$ cat src/dsm_pkg.sv
/*
  Package for the drive state machine controller: control-word and status-word
  field positions, source selection codes, the state-test mask, operating states and timing constants.
  Assumes a single 10 MHz system clock; used by dsm_ctrl and dsm_timeout.
*/
// Summary of operation
// - halt interrupts motion but the drive stays in operation enabled (state 5).
// - while halt is active, motor power is removed and no torque applied.
// - a fast stop request from terminal or assigned bit goes to switched on.
// - a freewheel request from input or assigned bit goes to switch on disabled.
// - control bits 11 to 15 each selectable as a function source by code.
// - after reset bit 11 drives direction: 0 forward, 1 reverse.
// - status bits 0-7, 9, 10, 11, 14, 15 as defined; 8, 12, 13 read zero.
// - status AND 006F gives 0040, 0021, 0023, 0027, 0007, 0008 per state.
// - fault reaction sets fault plus bits 0-2; fault clears 0-2; after quick stop 0028.
// - single supply: enable operation accepted directly from ready to switch on; the code steps through switched on (state 4) for one cycle first.
// - voltage enabled reflects power stage presence: 21 absent, 31 present in state 3.
// - power absent past mains timeout in switched on raises contactor error, faults.
// - with contactor control, switch on in state 3 closes the contactor output.
// - control bits: 0 switch on, 1 enable voltage, 2 quick stop low, 3 enable, 7 reset, 8 halt.
// - commands 0006, 0007, 000F, 0000, 0002; reset on 0-to-1 edge of bit 7.
package dsm_pkg;
  // ************************************************************
  // control word fields
  // ************************************************************
  localparam int CW_SWITCH_ON = 0;
  localparam int CW_EN_VOLT = 1;
  localparam int CW_QSTOP_N = 2;
  localparam int CW_EN_OP = 3;
  localparam int CW_FAULT_RST = 7;
  localparam int CW_HALT = 8;
  localparam int CW_ASSIGN_LO = 11;
  localparam int CW_ASSIGN_HI = 15;
  localparam logic [15:0] CW_RESET = 16'h0000;
  // ************************************************************
  // status word fields
  // ************************************************************
  localparam int SW_RDY = 0;
  localparam int SW_SWON = 1;
  localparam int SW_OPEN = 2;
  localparam int SW_FAULT = 3;
  localparam int SW_VOLT = 4;
  localparam int SW_QSTOP_N = 5;
  localparam int SW_SODIS = 6;
  localparam int SW_WARN = 7;
  localparam int SW_REMOTE = 9;
  localparam int SW_TARGET = 10;
  localparam int SW_LIMIT = 11;
  localparam int SW_STOPKEY = 14;
  localparam int SW_DIR = 15;
  localparam logic [15:0] SW_RESET = 16'h0000;
  localparam logic [15:0] STATE_TEST_MASK = 16'h006F;
  // ************************************************************
  // function source selection codes, one per assignable bit
  // ************************************************************
  localparam logic [2:0] SEL_NONE = 3'h0;
  localparam logic [2:0] SEL_BIT11 = 3'h1;
  localparam logic [2:0] SEL_BIT12 = 3'h2;
  localparam logic [2:0] SEL_BIT13 = 3'h3;
  localparam logic [2:0] SEL_BIT14 = 3'h4;
  localparam logic [2:0] SEL_BIT15 = 3'h5;
  localparam logic [2:0] DIR_SEL_RESET = SEL_BIT11;
  // ************************************************************
  // timing
  // ************************************************************
  localparam int CLK_HZ = 10_000_000;
  localparam int MAINS_TIMEOUT_MS = 1000;
  localparam int MAINS_TIMEOUT_CYC = MAINS_TIMEOUT_MS * (CLK_HZ / 1000);
  // ************************************************************
  // operating states, one-hot
  // ************************************************************
  typedef enum logic [7:0] {
    ST_NOT_READY = 8'h01,
    ST_SO_DIS = 8'h02,
    ST_READY = 8'h04,
    ST_SWITCHED = 8'h08,
    ST_OP_EN = 8'h10,
    ST_QSTOP = 8'h20,
    ST_FAULT_REACT = 8'h40,
    ST_FAULT = 8'h80
  } dsm_state_t;
endpackage : dsm_pkg

$ cat src/dsm_ctrl.sv
/*
  Drive operating-state machine: decodes the 16-bit control word written by
  the fieldbus master and reports the 16-bit drive_state_word.
  Assumes ctrl_wr pulses for one cycle with ctrl_word valid; all inputs
  synchronous to clk.
*/
`timescale 1ns/1ps
`default_nettype none
module dsm_ctrl #(
  parameter int MAINS_TIMEOUT = dsm_pkg::MAINS_TIMEOUT_CYC
) (
  input wire logic clk,
  input wire logic rst,
  input wire logic ce,
  input wire logic ctrl_wr,
  input wire logic [15:0] ctrl_word,
  input wire logic separate_ctrl_stage,
  input wire logic contactor_ctrl_en,
  input wire logic power_present,
  input wire logic fast_stop_term,
  input wire logic freewheel_term,
  input wire logic fault_detect,
  input wire logic fault_react_done,
  input wire logic warning_in,
  input wire logic target_reached_in,
  input wire logic limit_active_in,
  input wire logic stop_key_in,
  input wire logic fieldbus_ctrl_in,
  input wire logic [2:0] dir_sel,
  input wire logic [2:0] fast_stop_sel,
  input wire logic [2:0] freewheel_sel,
  input wire logic [2:0] dc_inject_sel,
  output logic [15:0] drive_state_word,
  output logic motor_power_en,
  output logic motion_halt,
  output logic reverse_dir,
  output logic dc_inject,
  output logic contactor_close,
  output logic contactor_error,
  output logic no_power_display
);
  import dsm_pkg::*;

  dsm_state_t state_q;
  dsm_state_t state_d;
  logic [15:0] cw_q;
  logic fault_rst_prev_q;
  logic from_qstop_q;
  logic tmo_expired;
  logic fault_rst_edge;
  logic fast_stop_req;
  logic freewheel_req;

  // selects the control bit named by a code; NONE and bad codes give 0
  function automatic logic sel_bit(input logic [15:0] cw, input logic [2:0] code);
    logic r;
    r = 1'b0;
    case (code)
      SEL_BIT11: r = cw[11];
      SEL_BIT12: r = cw[12];
      SEL_BIT13: r = cw[13];
      SEL_BIT14: r = cw[14];
      SEL_BIT15: r = cw[15];
      default: r = 1'b0;
    endcase
    return r;
  endfunction : sel_bit

  // ************************************************************
  // control word capture
  // ************************************************************
  // the word stands until rewritten; edges of fault reset are taken per write
  always_ff @(posedge clk or posedge rst) begin
    if (rst) begin
      cw_q <= CW_RESET;
      fault_rst_prev_q <= 1'b0;
    end else if (ce && ctrl_wr) begin
      cw_q <= ctrl_word;
      fault_rst_prev_q <= ctrl_word[CW_FAULT_RST];
    end
  end

  assign fault_rst_edge = ctrl_wr && ctrl_word[CW_FAULT_RST] && !fault_rst_prev_q;
  assign fast_stop_req = fast_stop_term || sel_bit(cw_q, fast_stop_sel);
  assign freewheel_req = freewheel_term || sel_bit(cw_q, freewheel_sel);

  // ************************************************************
  // mains-voltage timeout in switched on
  // ************************************************************
  dsm_timeout #(
    .LIMIT(MAINS_TIMEOUT)
  ) u_tmo (
    .clk(clk),
    .rst(rst),
    .ce(ce),
    .arm(separate_ctrl_stage && state_q == ST_SWITCHED && !power_present),
    .expired(tmo_expired)
  );

  // ************************************************************
  // next-state decode; faults first, then stops, then commands
  // ************************************************************
  always_comb begin
    logic sw_on;
    logic en_v;
    logic qs_n;
    logic en_op;
    sw_on = cw_q[CW_SWITCH_ON];
    en_v = cw_q[CW_EN_VOLT];
    qs_n = cw_q[CW_QSTOP_N];
    en_op = cw_q[CW_EN_OP];
    state_d = state_q;
    case (state_q)
      ST_NOT_READY: state_d = ST_SO_DIS;
      ST_SO_DIS: begin
        if (en_v && qs_n && !sw_on && !freewheel_req) state_d = ST_READY;
      end
      ST_READY: begin
        if (!en_v || freewheel_req) state_d = ST_SO_DIS;
        else if (!qs_n) state_d = ST_SO_DIS;
        else if (sw_on && en_op && !separate_ctrl_stage) state_d = ST_SWITCHED;
        else if (sw_on) state_d = ST_SWITCHED;
      end
      ST_SWITCHED: begin
        if (tmo_expired) state_d = ST_FAULT_REACT;
        else if (!en_v || freewheel_req) state_d = ST_SO_DIS;
        else if (!qs_n) state_d = ST_SO_DIS;
        else if (!sw_on) state_d = ST_READY;
        else if (en_op && !fast_stop_req && (power_present || !separate_ctrl_stage)) state_d = ST_OP_EN;
      end
      ST_OP_EN: begin
        if (!en_v || freewheel_req) state_d = ST_SO_DIS;
        else if (fast_stop_req) state_d = ST_SWITCHED;
        else if (!qs_n) state_d = ST_QSTOP;
        else if (!sw_on) state_d = ST_READY;
        else if (!en_op) state_d = ST_SWITCHED;
      end
      ST_QSTOP: begin
        if (!en_v || freewheel_req) state_d = ST_SO_DIS;
      end
      ST_FAULT_REACT: begin
        if (fault_react_done) state_d = ST_FAULT;
      end
      ST_FAULT: begin
        if (fault_rst_edge && !fault_detect) state_d = ST_SO_DIS;
      end
      default: state_d = ST_NOT_READY;
    endcase
    if (fault_detect && state_q != ST_FAULT && state_q != ST_FAULT_REACT) begin
      state_d = ST_FAULT_REACT;
    end
  end

  // ************************************************************
  // state register and fault bookkeeping
  // ************************************************************
  always_ff @(posedge clk or posedge rst) begin
    if (rst) begin
      state_q <= ST_NOT_READY;
      from_qstop_q <= 1'b0;
      contactor_error <= 1'b0;
    end else if (ce) begin
      state_q <= state_d;
      if (state_d == ST_FAULT_REACT && state_q != ST_FAULT_REACT) begin
        from_qstop_q <= (state_q == ST_QSTOP);
      end
      // error flag held until a fault reset leaves the fault state
      if (tmo_expired && state_q == ST_SWITCHED) contactor_error <= 1'b1;
      else if (state_q == ST_FAULT && state_d == ST_SO_DIS) contactor_error <= 1'b0;
    end
  end

  // ************************************************************
  // status word, registered from the next state so it matches state_q
  // ************************************************************
  always_ff @(posedge clk or posedge rst) begin
    if (rst) begin
      drive_state_word <= SW_RESET;
    end else if (ce) begin
      logic [15:0] s;
      s = 16'h0000; // bits 8, 12, 13 stay zero
      s[SW_QSTOP_N] = 1'b1;
      s[SW_VOLT] = power_present || !separate_ctrl_stage;
      case (state_d)
        ST_SO_DIS: begin
          s[SW_SODIS] = 1'b1;
          s[SW_QSTOP_N] = 1'b0; // must not leak into the masked test, 0040
        end
        ST_READY: s[SW_RDY] = 1'b1; // 0021 or 0031
        ST_SWITCHED: s[1:0] = 2'h3; // 0023
        ST_OP_EN: s[2:0] = 3'h7; // 0027
        ST_QSTOP: begin
          s[2:0] = 3'h7;
          s[SW_QSTOP_N] = 1'b0; // 0007
        end
        ST_FAULT_REACT: begin
          s[3:0] = 4'hF;
          // on the entry edge the origin flag is still being written, so look at the old state
          s[SW_QSTOP_N] = (state_q == ST_FAULT_REACT) ? !from_qstop_q : (state_q != ST_QSTOP);
        end
        ST_FAULT: begin
          s[SW_FAULT] = 1'b1; // 0008 or 0028
          s[SW_QSTOP_N] = from_qstop_q;
        end
        default: s[SW_QSTOP_N] = 1'b0;
      endcase
      s[SW_WARN] = warning_in;
      s[SW_REMOTE] = fieldbus_ctrl_in;
      s[SW_TARGET] = target_reached_in;
      s[SW_LIMIT] = limit_active_in;
      s[SW_STOPKEY] = stop_key_in;
      s[SW_DIR] = sel_bit(cw_q, dir_sel);
      drive_state_word <= s;
    end
  end

  // ************************************************************
  // drive function outputs
  // ************************************************************
  // halt never changes state; it only gates power and motion
  always_ff @(posedge clk or posedge rst) begin
    if (rst) begin
      motor_power_en <= 1'b0;
      motion_halt <= 1'b0;
      reverse_dir <= 1'b0;
      dc_inject <= 1'b0;
    end else if (ce) begin
      motion_halt <= cw_q[CW_HALT] && state_d == ST_OP_EN;
      motor_power_en <= (state_d == ST_OP_EN || state_d == ST_QSTOP) && !cw_q[CW_HALT];
      reverse_dir <= sel_bit(cw_q, dir_sel);
      dc_inject <= sel_bit(cw_q, dc_inject_sel);
    end
  end

  // ************************************************************
  // mains contactor and no-power display
  // ************************************************************
  always_ff @(posedge clk or posedge rst) begin
    if (rst) begin
      contactor_close <= 1'b0;
      no_power_display <= 1'b0;
    end else if (ce) begin
      contactor_close <= contactor_ctrl_en &&
        (state_d == ST_SWITCHED || state_d == ST_OP_EN || state_d == ST_QSTOP);
      no_power_display <= separate_ctrl_stage && !power_present && state_d == ST_READY;
    end
  end
endmodule : dsm_ctrl
`default_nettype wire

$ cat src/dsm_timeout.sv
/*
  Mains-voltage timeout counter: counts while armed and power absent,
  pulses expired when the limit is reached. Assumes clk, rst, ce of the top.
*/
`timescale 1ns/1ps
`default_nettype none
module dsm_timeout #(
  parameter int LIMIT = 10_000_000
) (
  input wire logic clk,
  input wire logic rst,
  input wire logic ce,
  input wire logic arm,
  output logic expired
);
  import dsm_pkg::*;
  logic [31:0] cnt_q;
  // ************************************************************
  // counter: restarts whenever disarmed so every wait is full length
  // ************************************************************
  always_ff @(posedge clk or posedge rst) begin
    if (rst) begin
      cnt_q <= 32'h0000_0000;
      expired <= 1'b0;
    end else if (ce) begin
      expired <= 1'b0;
      if (!arm) begin
        cnt_q <= 32'h0000_0000;
      end else if (cnt_q >= 32'(LIMIT - 1)) begin
        expired <= 1'b1;
        cnt_q <= 32'h0000_0000;
      end else begin
        cnt_q <= cnt_q + 32'h0000_0001;
      end
    end
  end
endmodule : dsm_timeout
`default_nettype wire

$ cat config.mk
export PLATFORM = sky130hd
export DESIGN_NAME = dsm_ctrl
export DESIGN_NICKNAME = d
export VERILOG_FILES = /design/src/dsm_pkg.sv /design/src/dsm_ctrl.sv /design/src/dsm_timeout.sv
export SDC_FILE = /design/constraint.sdc
export NUM_CORES = 1
export LEC_CHECK = 0
export ABC_AREA = 1
export BUFFER_PORTS_ARGS = -buffer_cell sky130_fd_sc_hd__buf_2
export CELL_PAD_IN_SITES_DETAIL_PLACEMENT = 1
export CELL_PAD_IN_SITES_GLOBAL_PLACEMENT = 1
export CORE_UTILIZATION = 37
export DETAILED_ROUTE_END_ITERATION = 8
export GPL_TIMING_DRIVEN = 0
export PLACE_DENSITY = 0.76
export SLEW_MARGIN = 10
export SYNTH_ARGS = -nofsm -noshare
export SYNTH_HDL_FRONTEND = slang
export SYNTH_HIERARCHICAL = 1
export SYNTH_SLANG_ARGS = --single-unit
$ cat constraint.sdc
create_clock -name clk -period 1.9 [get_ports clk]
set_clock_uncertainty 0.15 [all_clocks]
set_input_delay 0.19 -clock clk [delete_from_list [all_inputs] [get_ports clk]]
set_output_delay 0.19 -clock clk [all_outputs]
set_load 0.01 [all_outputs]
# [Yosys cells after proc, flatten, opt, wreduce, memory -nomap -nowiden]
# Index checks and enable logic that the tools add are counted.
[totals] ff_bits=79 in_bits=44
[classes] addsub=1 magnitude_cmp=1 eq_ne=38 mux=37 reduce_logical=48
[op_table] operator="8-bit 2-to-1 mux" count=19
[op_table] operator="32-bit 2-to-1 mux" count=2
[op_table] operator="8-bit one-hot mux with 8 select lines" count=1
[op_table] operator="32-bit by 1-bit adder with 32-bit output, second input constant" count=1
[op_table] operator="32-bit by 24-bit >= comparator with 1-bit output, second input constant" count=1
[op_table] operator="3-bit by 2-bit == test with 1-bit output, second input constant" count=8
[op_table] operator="3-bit == test, second input constant" count=8
[op_table] operator="1-bit logical AND" count=23
[op_table] operator="1-bit one-hot mux with 5 select lines" count=4
[op_table] operator="8-bit by 2-bit == test with 1-bit output, second input constant" count=2
[op_table] operator="8-bit by 3-bit == test with 1-bit output, second input constant" count=2
[op_table] operator="8-bit by 4-bit == test with 1-bit output, second input constant" count=2
[op_table] operator="8-bit by 5-bit == test with 1-bit output, second input constant" count=2
[op_table] operator="8-bit by 6-bit == test with 1-bit output, second input constant" count=2
[op_table] operator="8-bit by 7-bit == test with 1-bit output, second input constant" count=2
[op_table] operator="8-bit == test, second input constant" count=2
[op_table] operator="3-bit by 1-bit == test with 1-bit output, second input constant" count=4
[op_table] operator="1-bit logical NOT" count=10
[op_table] operator="1-bit 2-to-1 mux" count=10
[op_table] operator="8-bit by 1-bit == test with 1-bit output, second input constant" count=1
[op_table] operator="8-bit by 6-bit != test with 1-bit output, second input constant" count=1
[op_table] operator="8-bit by 7-bit != test with 1-bit output, second input constant" count=1
[op_table] operator="8-bit != test, second input constant" count=1
[op_table] operator="1-bit logical OR" count=7
[op_table] operator="7 further kinds" count=9

# [Longest topological paths before layout]
# Gate-level depths: netlist of the first run.
[depth] ltp_word=17 depth_mapped=16 mapped_depth_nobuf=16

# [Cells and area by module]
# Netlist of the first run, hierarchy kept.
[modules_own_cells] mod="dsm_ctrl" instances=1 cells_each=327 area_each_um2=2328.5 seq_area_each_um2=977.2
[modules_own_cells] mod="dsm_timeout" instances=1 cells_each=271 area_each_um2=2025.7 seq_area_each_um2=825.8

# [Worst setup path before layout of the first run]
# Ideal clock, no wire load.
[synth_timing] path_kind="register to register" start="reg state_q[0]" end="reg drive_state_word[5]" setup_time_ps=117 arrival_ps=1511 required_ps=1633 setup_slack_ps=122 stages_incl_launch_ff=12 n_path_buf=0 cell_sequence="dfstp_2 inv_2 nand2_4 nor2_8 nand2_1 nand2_1 nor2_1 a21boi_4 nand2_1 nand3_1 nor2_1 nor2_1"
[synth_via] elab_chain_cells=10 word_cells_on_any_way=41 classes_between="eq/ne: 16; mux: 22; reduce/logical: 3"
[synth_lines] item="start, declared" line_no="dsm_ctrl.sv:44" source="dsm_state_t state_q;"
[synth_lines] item="start signal, assigned" line_no="dsm_ctrl.sv:163" source="state_q <= state_d;"
[synth_lines] item="8-bit 2-to-1 mux, on equally long branches" line_no="dsm_ctrl.sv:136, dsm_ctrl.sv:129"
[synth_lines] item="8-bit 2-to-1 mux, on equally long branches" line_no="dsm_ctrl.sv:135, dsm_ctrl.sv:128"
[synth_lines] item="8-bit 2-to-1 mux, on equally long branches" line_no="dsm_ctrl.sv:134, dsm_ctrl.sv:127"
[synth_lines] item="8-bit 2-to-1 mux, on equally long branches" line_no="dsm_ctrl.sv:133, dsm_ctrl.sv:126"
[synth_lines] item="8-bit 2-to-1 mux, on equally long branches" line_no="dsm_ctrl.sv:132, dsm_ctrl.sv:125"
[synth_lines] item="8-bit one-hot mux with 8 select lines" line_no="dsm_ctrl.sv:113" source="case (state_q)"
[synth_lines] item="8-bit 2-to-1 mux" line_no="dsm_ctrl.sv:149" source="if (fault_detect && state_q != ST_FAULT && state_q != ST_FAULT_REACT) begin"
[synth_lines] item="8-bit by 5-bit == test with 1-bit output (tied with other cells)" line_no="dsm_ctrl.sv:184" source="case (state_d)"
[synth_lines] item="3-bit OR reduction (no source line)"
[synth_lines] item="1-bit one-hot mux with 3 select lines (*)" line_no="dsm_ctrl.sv:184"
[synth_lines] item="end signal, assigned" line_no="dsm_ctrl.sv:213" source="drive_state_word <= s;"
[synth_lines] item="end, declared" line_no="dsm_ctrl.sv:33" source="output logic [15:0] drive_state_word,"
# Mark *: on every way between the ends. The rest lies on a longest branch, timed or not.
# A chain may end at the register's enable or synchronous reset.

# [Worst setup path in the final report of the first run]
[layout_timing] start="reg state_q[5]" end="reg contactor_close"
[layout_via] elab_chain_cells=11 word_cells_on_any_way=38 classes_between="eq/ne: 13; mux: 20; reduce/logical: 5"
[layout_lines] item="8-bit 2-to-1 mux, on equally long branches" line_no="dsm_ctrl.sv:136, dsm_ctrl.sv:129"
[layout_lines] item="8-bit 2-to-1 mux, on equally long branches" line_no="dsm_ctrl.sv:135, dsm_ctrl.sv:128"
[layout_lines] item="8-bit 2-to-1 mux, on equally long branches" line_no="dsm_ctrl.sv:134, dsm_ctrl.sv:127"
[layout_lines] item="8-bit 2-to-1 mux, on equally long branches" line_no="dsm_ctrl.sv:133, dsm_ctrl.sv:126"
[layout_lines] item="8-bit 2-to-1 mux, on equally long branches" line_no="dsm_ctrl.sv:132, dsm_ctrl.sv:125"
[layout_lines] item="8-bit one-hot mux with 8 select lines" line_no="dsm_ctrl.sv:113"
[layout_lines] item="8-bit 2-to-1 mux (*)" line_no="dsm_ctrl.sv:149"
[layout_lines] item="8-bit by 4-bit == test with 1-bit output / 8-bit by 5-bit == test with 1-bit output (equally long branches)" line_no="dsm_ctrl.sv:244" source="(state_d == ST_SWITCHED || state_d == ST_OP_EN || state_d == ST_QSTOP);"
[layout_lines] item="1-bit logical OR" line_no="dsm_ctrl.sv:244"
[layout_lines] item="1-bit logical OR (*)" line_no="dsm_ctrl.sv:244"
[layout_lines] item="1-bit logical AND (*)" line_no="dsm_ctrl.sv:243" source="contactor_close <= contactor_ctrl_en &&"
[layout_lines] item="end signal, assigned" line_no="dsm_ctrl.sv:243"
[layout_lines] item="end, declared" line_no="dsm_ctrl.sv:38" source="output logic contactor_close,"
# Marked as above.

==> flow_summary_export.csv, run 1 <==
group,metric,value,unit
power_and_ir_drop,p_clk_share,41.0,%
power_and_ir_drop,p_comb_share,19.4,%
setup_path,critical_path.max_fanout,4,
placed_design,routabilityCongestion,0.904,
synthesis,yosys.area_share.simple,33.8,%
detailed_routing,drc_errors,0,
synthesis,ys_seq_area_share,41.4,%
synthesis,synthAdderAreaFrac,0.287,%
synthesis,synth_xor_xnor_area_share,3.42,%
clock_network,cts_tree,"built",
timing,drv_slew,0,
synthesis,yosysUniqueCellTypes,42,
detailed_routing,dr.pass1.iters,4,
setup_path,cp-start-kind,"flip-flop",
synthesis,syn_area,0.00435,mm²
clock_network,clk_pin_slew,60,ps
die,fp.dieH,110,µm
die,io_pins,67,
worst_hold_path,min_path_type,"input port to flip-flop",
clock_network,clk_path_buf_depth,2,
layout,most-common-layout-cells,"nand2_1, nor2_1, dfrtp_1, buf_2, inv_1",
clock_network,root_buffer,"clkbuf_16",
setup_path,required,2020,ps
synthesis,ys.warnings.count,6,
setup_path,cp_top_family,"simple AND/OR/NAND/NOR gates",
die,fp-row-count,39,
layout,finalNetCount,769,
clock_network,insertion_delay,340,ps
placed_design,hpwl,9130,µm
global_route,overflow,0,
layout,multi_input_area,0.00249,mm²
setup_path,worstSetupPathType,"flip-flop to flip-flop",
synthesis,async_flop_share,100,%
die,die_area,0.0122,mm²
clock_network,cts_buffers,9,
layout,nFillCells,1420,
outcome,status,"complete, but fails checks",
timing,max_freq,464,MHz
layout,fin_util,52.1,%
synthesis,synth_edf_count,0,
timing,setup_ws,-255,ps
setup_path,cpPeakStageDelay,440,ps
synthesis,synth-main-ff-cell,"dfrtp_1",
layout,final_common_cell,"nand2_1",
detailed_routing,drt-initial-drc-count,142,
setup_path,crit_chain,"nor2_2, nand2_2, nor3_4, nand2_1, nor3_2, nand2_1, nand3_2, nand2_4, and2_1, o21ai_2",
global_route,grt_pass1_vias,4656,
timing,hold_ws,29.3,ps
power_and_ir_drop,leakage,2.82,nW
timing,rsz0062_at_grt,"true",
power_and_ir_drop,switching_share,28.4,%
timing,slew_headroom,50.8,%
setup_path,cp_common_cell,"nand2_1",
outcome,violations,"negative setup slack",
timing,fin_crit_sh,113,%
placed_design,io_buffers,57,
synthesis,synth_top_family_by_area,"simple AND/OR/NAND/NOR gates",
clock_network,h-tree-depth,3,
detailed_routing,routed_wl,14400,µm
clock_network,numClockSinks,72,
detailed_routing,vias,4467,
die,die_w,110,µm
setup_path,cp_num_buf_inv,0,
layout,regArea,0.00181,mm²
detailed_routing,postRouteAntennaNets,0,
detailed_routing,wire_per_inst,16.5,µm
job,cap_viol_max_count,0,
timing,post-route-min-period,2150,ps
synthesis,synth_mux_area_share,0.259,%
power_and_ir_drop,vdd_drop_max,0.530,mV
layout,area_delta_synth_final,37.2,%
layout,antenna_cells,0,
layout,drive_gt1_share,33.3,%
detailed_routing,detail_route.vias_per_cell,5.12,
power_and_ir_drop,power.net_switching,1.21,mW
synthesis,syn_inst,598,
placed_design,dp_slack,-215,ps
timing,setup_viol,12,
power_and_ir_drop,internal-power,3.04,mW
synthesis,synth_seq_cells,72,
synthesis,synth_compound_area_share,11.9,%
die,fp.coreArea,0.0115,mm²
timing,hold_violations,0,
global_route,antenna_found_initial,0,
setup_path,cp.arrival,2270,ps
power_and_ir_drop,p_per_area,711,mW/mm²
global_route,grt_max_degree,34,
timing,tightestPinTransition,736,ps
global_route,track_usage,22.6,%
setup_path,cpMaxStageDelayCell,"dfrtp_2",
global_route,grt_pass1_wl,22100,µm
synthesis,avgSynthCellArea,7.28,µm²
power_and_ir_drop,p_seq_share,39.6,%
die,start_util,38.0,%
setup_path,cp-end-kind,"flip-flop",
registers in the layout, summed over array words and instances (netlist names):
register / count
contactor_close: 1
contactor_error: 1
cw_q: 11
dc_inject: 1
drive_state_word: 12
from_qstop_q: 1
motion_halt: 1
motor_power_en: 1
no_power_display: 1
reverse_dir: 1
state_q: 8
u_tmo/cnt_q: 32
u_tmo/expired: 1
worst reg2reg max path: stages, from the launching register on:
cell	delay, ps
dfrtp_2	440
nor2_2	140
nand2_2	110
nor3_4	230
nand2_1	140
nor3_2	260
nand2_1	130
nand3_2	120
nand2_4	70
and2_1	180
o21ai_2	100
kinds of logic (layout without fill, tap and decap cells):
| logic type | Yosys count | count (layout) |
|---|---|---|
| other cells | 1 | 3 |
| compound gates | 78 | 78 |
| flops | 72 | 72 |
| fa+ha+maj | 1 | 1 |
| mux | 1 | 1 |
| buf+inv | 93 | 222 |
| simple gates | 335 | 335 |
| xor+xnor | 17 | 17 |
per-stage QoR:
stage	instance area (µm²)	power, mW	std cells	TNS (ps)
floorplan	4360	2.06	600	0
finish	5980	4.25	872	-1360
global route	5980	4.42	872	-3200
CTS	5610	4.13	852	-311
detailed placement	4850	2.26	801	-3710
global placement	4830	2.23	800	-2320
synth_stat cells, types with 2 or more instances:
cell type	instances	area, µm²
a21oi_1	23	115
buf_4	4	30.0
nand2_1	174	653
nor2_1	85	319
nand3_2	4	40.0
o31ai_1	2	15.0
dfrtp_1	71	1780
buf_6	2	22.5
xor2_1	13	114
nand4_1	9	56.3
o21ai_0	16	80.1
xnor2_1	4	35.0
nor2_4	4	45.0
o21ai_2	22	193
inv_1	61	229
nand3_1	40	200
nor3_2	2	20.0
o21ai_1	5	25.0
nor3_1	3	15.0
nand2_2	5	31.3
o22a_1	2	17.5
buf_2	4	20.0
clkbuf_1	9	33.8
inv_2	13	48.8
nor2_2	3	18.8
o2111ai_1	2	17.5
power groups by stage:
stage / registers [mW] / clock network (mW) / logic [mW]
2_1_floorplan: 1.71 / 0 / 0.346
3_5_place_dp: 1.71 / 0 / 0.554
6_report: 1.68 / 1.74 / 0.826
3_3_place_gp: 1.70 / 0 / 0.531
4_1_cts: 1.68 / 1.77 / 0.684
5_1_grt: 1.69 / 1.84 / 0.896
what timing repair did:
item                                   CTS  global route
setup buffers                           16            20
setup endpoints to repair               33            37
resized for setup                       38            61
pin swaps                               16            24
endpoints found under the hold margin   69             0
hold buffers                            19             0
layout make-up:
type	count	area share, %
Clock inverter	2	0.628
Inverter	74	4.65
Multi-Input combinational cell	435	41.6
Buffer	19	2.07
Sequential cell	72	30.3
Timing Repair Buffer	113	13.3
Tap cell	143	2.99
Clock buffer	14	4.42
routing by layer:
metal  vias up  global-route usage, %  routed length (µm)  part of all wire [%]
met1      2171                   25.0                5500                    38
li1       2139                      -                   -                     -
met3        40                   2.96                 492                   3.4
met5         -                      0                   0                     0
met2       117                   42.0                7790                    54
met4         0                   11.6                 568                   4.0
worst paths after layout:
| kind | endpoint | slack (ps) | start | cells after the start |
|---|---|---|---|---|
| worst min-delay path | dc_inject | 30 | dc_inject_sel[1] | 3 |
| worst max-delay path | contactor_close | -250 | state_q[5] | 10 |
| worst min register to register | drive_state_word[10] | 310 | drive_state_word[10] | 2 |
| max in group asynchronous | u_tmo/cnt_q[1] | 700 | rst | 3 |
| worst max register to register | contactor_close | -250 | state_q[5] | 10 |
| min in group asynchronous | cw_q[0] | 250 | rst | 3 |
Note: power is estimated with default switching activity, not from simulation.
==> inputs of run 2 (changes only) <==
Settings changed: CORE_UTILIZATION 37 to 45, PLACE_DENSITY 0.76 to 0.86, SLEW_MARGIN 10 to default.
Clock period 1.9 ns to 2.6 ns, I/O delays scaled along.
==> flow_summary_export.csv, run 2 (synthesis results as in run 1) <==
group,metric,value,unit
layout,area_delta_synth_final,16.6,%
timing,fin_crit_sh,84.1,%
timing,drv_slew,0,
placed_design,hpwl,9220,µm
power_and_ir_drop,switching_share,28.9,%
setup_path,required,2700,ps
global_route,grt_max_degree,40,
layout,antenna_cells,0,
outcome,status,"finished clean",
layout,top_regs,"u_tmo/cnt_q: 32 flops, drive_state_word: 12 flops, cw_q: 11 flops",
setup_path,critical_path.max_fanout,4,
detailed_routing,routed_wl,12300,µm
timing,max_freq,457,MHz
die,die_area,0.0101,mm²
global_route,antenna_found_initial,0,
clock_network,h-tree-depth,3,
detailed_routing,vias,4140,
die,fp.coreArea,0.00933,mm²
layout,drive_gt1_share,21.4,%
die,fp.dieH,100,µm
clock_network,insertion_delay,350,ps
die,start_util,46.7,%
clock_network,cts_tree,"built",
power_and_ir_drop,vdd_drop_max,0.235,mV
power_and_ir_drop,p_seq_share,46.4,%
setup_path,startpoint,"cw_q[14]",
timing,setup_viol,0,
setup_path,worstSetupPathType,"flip-flop to flip-flop",
clock_network,root_buffer,"clkbuf_8",
layout,regArea,0.00180,mm²
layout,nFillCells,1257,
detailed_routing,postRouteAntennaNets,0,
detailed_routing,drt-initial-drc-count,119,
layout,multi_input_area,0.00217,mm²
layout,final_common_cell,"nand2_1",
detailed_routing,wire_per_inst,15.2,µm
detailed_routing,detail_route.vias_per_cell,5.14,
global_route,overflow,0,
global_route,grt_pass1_vias,4431,
layout,largest_register_ffs,32,
job,cap_viol_max_count,0,
power_and_ir_drop,power.net_switching,0.765,mW
layout,top_register,"u_tmo/cnt_q",
clock_network,cts_resized,0,
die,die_w,100,µm
die,io_pins,67,
clock_network,clk_path_buf_depth,2,
timing,slew_headroom,44.4,%
power_and_ir_drop,p_clk_share,38.0,%
timing,hold_ws,7.07,ps
clock_network,cts_buffers,9,
clock_network,cts_setup_buffers,0,
setup_path,cp-start-kind,"flip-flop",
setup_path,r2r_start,"cw_q[14]",
worst_hold_path,min_path_type,"input port to flip-flop",
global_route,grt_pass1_wl,20900,µm
placed_design,placed_cell_area,0.00481,mm²
detailed_routing,drc_errors,0,
timing,tightestPinTransition,833,ps
detailed_routing,dr.pass1.iters,4,
placed_design,io_buffers,57,
timing,post-route-min-period,2190,ps
layout,most-common-layout-cells,"nand2_1, nor2_1, dfrtp_1, buf_2, inv_1",
power_and_ir_drop,p_comb_share,15.6,%
clock_network,clk_pin_slew,80,ps
global_route,track_usage,26.7,%
layout,fin_area,0.00508,mm²
placed_design,routabilityCongestion,0.906,
power_and_ir_drop,leakage,2.45,nW
setup_path,cp.arrival,2290,ps
clock_network,hold_buffers,5,
timing,hold_violations,0,
power_and_ir_drop,p_per_area,521,mW/mm²
die,fp-row-count,35,
timing,rsz0062_at_grt,"false",
clock_network,numClockSinks,72,
setup_path,cp-end-kind,"flip-flop",
layout,finalNetCount,718,
power_and_ir_drop,internal-power,1.88,mW
worst_hold_path,hold_path.startpoint,"target_reached_in",
timing,setup_tns,0,ps
[run 2: cell count changes in the layout (fill, tap and decap cells not counted), moves of 7 or more]
cell	delta
clkbuf_16	-9
nand3_2	-7
clkbuf_8	+8
dlygate4sd3_1	-14
nand3_1	+10
nand2_2	-17
inv_2	-7
nor2_1	+8
nand2_1	+24
nand2_4	-7
inv_1	+7
buf_4	-30
[run 2: power groups by stage]
stage                     clock, mW  sequential, mW  combinational, mW
after detailed placement          0            1.25              0.404
after floorplan                   0            1.25              0.253
final                          1.00            1.23              0.413
after CTS                      1.03            1.23              0.416
after global routing           1.08            1.24              0.463
after global placement            0            1.25              0.385
[run 2: per-layer routing]
| metal | wire length [µm] | track usage, % | part of all wire [%] | vias up |
|---|---|---|---|---|
| met5 | 0 | 0 | 0 | - |
| met4 | 277 | 8.58 | 2.3 | 0 |
| met3 | 303 | 4.18 | 2.5 | 25 |
| met2 | 6590 | 49.8 | 54 | 56 |
| met1 | 5080 | 31.0 | 41 | 2035 |
| li1 | - | - | - | 2024 |
[run 2: critical path: stages (launching register included)]
cell,delay [ps]
dfrtp_1,400
inv_1,120
nand2_1,60
nand3_1,70
nand2_1,50
inv_1,70
nand2_1,90
nor2_1,210
nand2_1,160
nand2_1,130
nand3_1,130
nand2_2,140
nand3_1,120
nor2_1,130
nor2_1,50
[run 2: cell type report]
cell class / count / area share, %
tap: 129 / 3.18
buffer: 19 / 2.09
inverter: 74 / 5.47
timing repair buffer: 62 / 6.60
sequential: 72 / 35.5
clock inverter: 5 / 1.60
multi-input combinational: 435 / 42.8
clock buffer: 10 / 2.71
[run 2: path summary, 6_finish.rpt]
| check | endpoint | slack [ps] | cells after the start |
|---|---|---|---|
| hold / removal | drive_state_word[10] | 7 | 3 |
| min in group asynchronous | u_tmo/cnt_q[28] | 440 | 3 |
| setup / recovery | drive_state_word[0] | 410 | 14 |
| setup reg to reg | drive_state_word[0] | 410 | 14 |
| max in group asynchronous | drive_state_word[1] | 1280 | 3 |
| hold reg to reg | drive_state_word[1] | 330 | 2 |
[run 2: per-stage QoR]
| stage | util (%) | instances | setup slack [ps] | total power, mW |
|---|---|---|---|---|
| after floorplan | - | 600 | 822 | 1.50 |
| after global placement | 51.5 | 786 | 549 | 1.63 |
| after detailed placement | 51.5 | 786 | 478 | 1.65 |
| after CTS | 54.4 | 806 | 436 | 2.67 |
| after global routing | 54.4 | 806 | 212 | 2.78 |
| final | 54.4 | 806 | 412 | 2.65 |
==> inputs of run 3 (changes only) <==
Settings changed: CORE_UTILIZATION 45 to 41, PLACE_DENSITY 0.86 to 0.8.
Clock period 2.6 ns to 2.05 ns, I/O delays scaled along.
==> flow_summary_export.csv, run 3 (synthesis results as in run 1) <==
group,metric,value,unit
detailed_routing,drt-initial-drc-count,227,
layout,nFillCells,1338,
detailed_routing,vias,4541,
layout,fin_util,54.8,%
setup_path,required,2190,ps
detailed_routing,routed_wl,15500,µm
clock_network,cts_buffers,9,
clock_network,numClockSinks,72,
timing,max_freq,445,MHz
setup_path,cp.arrival,2390,ps
detailed_routing,detail_route.vias_per_cell,5.32,
die,fp-row-count,37,
clock_network,clk_path_buf_depth,2,
clock_network,insertion_delay,370,ps
setup_path,cp-end-kind,"flip-flop",
layout,fin_cells,854,
global_route,grt_pass1_wl,22400,µm
global_route,track_usage,25.8,%
clock_network,root_buffer,"clkbuf_8",
layout,most-common-layout-cells,"nand2_1, nor2_1, dfrtp_1, buf_2, inv_1",
timing,hold_violations,0,
job,cap_viol_max_count,0,
detailed_routing,dr.pass1.iters,4,
placed_design,routabilityCongestion,0.881,
die,start_util,42.2,%
outcome,status,"complete, but fails checks",
timing,post-route-min-period,2250,ps
clock_network,clk_pin_slew,90,ps
power_and_ir_drop,vdd_drop_max,0.372,mV
timing,drv_slew,0,
timing,tightestPinTransition,843,ps
global_route,overflow,0,
die,io_pins,67,
setup_path,critical_path.max_fanout,3,
detailed_routing,drc_errors,0,
power_and_ir_drop,p_per_area,633,mW/mm²
timing,setup_viol,13,
placed_design,dp.cells,793,
setup_path,r2r_slack,-200,ps
worst_hold_path,min_path_type,"input port to flip-flop",
outcome,violations,"negative setup slack",
timing,fin_crit_sh,110,%
layout,top_regs,"u_tmo/cnt_q: 32 flops, drive_state_word: 12 flops, cw_q: 11 flops",
placed_design,hpwl,9190,µm
die,die_area,0.0110,mm²
layout,finalNetCount,758,
layout,antenna_cells,0,
clock_network,cts_tree,"built",
global_route,grt_pass1_vias,4660,
layout,largest_register_ffs,32,
power_and_ir_drop,leakage,2.72,nW
placed_design,io_buffers,57,
die,fp.dieH,105,µm
detailed_routing,wire_per_inst,18.1,µm
power_and_ir_drop,totalPowerFinal,3.58,mW
layout,area_delta_synth_final,29.9,%
timing,rsz0062_at_grt,"true",
layout,final_common_cell,"nand2_1",
clock_network,h-tree-depth,3,
setup_path,cp-start-kind,"flip-flop",
setup_path,worstSetupPathType,"flip-flop to flip-flop",
global_route,grt_max_degree,40,
detailed_routing,postRouteAntennaNets,0,
layout,top_register,"u_tmo/cnt_q",
timing,setup_ws,-197,ps
global_route,antenna_found_initial,0,
timing,slew_headroom,43.7,%
die,fp.coreArea,0.0103,mm²
die,die_w,105,µm
layout,drive_gt1_share,28.8,%
timing,hold_ws,24.9,ps
[run 3: cell types whose count changed in the layout (fill, tap and decap cells not counted), sizes merged]
cell         before  now
inv              74   76
buf              67   93
clkinvlp          1    0
dlygate4sd3       5   19
[run 3: path summary, 6_finish.rpt]
path                                        end                 start  cells after the start
setup / recovery                     state_q[4]            state_q[2]                     11
hold / removal                      reverse_dir            dir_sel[1]                      3
setup reg to reg                     state_q[4]            state_q[2]                     11
hold reg to reg            drive_state_word[10]  drive_state_word[10]                      2
max in group asynchronous            state_q[6]                   rst                      3
min in group asynchronous       u_tmo/cnt_q[31]                   rst                      3
[run 3: critical path, stage by stage (launching register included)]
cell and delay (ps):
dfrtp_2 460, inv_4 90, nand2_1 140, nor3_4 220, buf_4 150, nand2_2 80, nor2_1 130, nand4_1 160
nand2_2 190, nand2_2 120, buf_4 160, a21oi_1 120
[run 3: layer usage]
layer | vias up | part of all wire (%) | global-route usage [%]
met5 | - | 0 | 0
met4 | 0 | 4.3 | 10.6
met3 | 60 | 4.5 | 4.62
met2 | 150 | 53 | 49.2
met1 | 2214 | 38 | 27.8
li1 | 2117 | - | -
[run 3: layout make-up]
class                   count  area [µm²]  share of cell area, %
well taps                 136         170                   3.01
clock buffers              10         128                   2.26
multi-input cells         435        2380                   42.1
flip-flops and latches     72        1810                   32.0
plain buffers              19         106                   1.88
inverters                  74         285                   5.04
repair buffers            102         687                   12.1
clock inverters             6        91.3                   1.61
[run 3: report_power, final]
group          switching (mW)  internal (mW)  total, mW
registers              0.0643           1.50       1.56
clock network           0.607          0.695       1.30
logic                   0.451          0.265      0.716
total                    1.12           2.46       3.58
[run 3: metrics by stage]
step / setup slack (ps) / instance area (µm²) / setup TNS (ps)
floorplan: 272 / 4360 / 0
global placement: -14.9 / 4820 / -14.9
detailed placement: -105 / 4820 / -209
CTS: 2.32 / 5330 / 0
global route: -236 / 5660 / -2180
finish: -197 / 5660 / -1450
[run 3: what timing repair did]
action	4_1_cts	5_1_grt
endpoints found under the hold margin	63	0
setup endpoints to repair	11	36
setup buffers	7	19
hold buffers	19	0
gates resized for setup	17	41
pin swaps	7	15
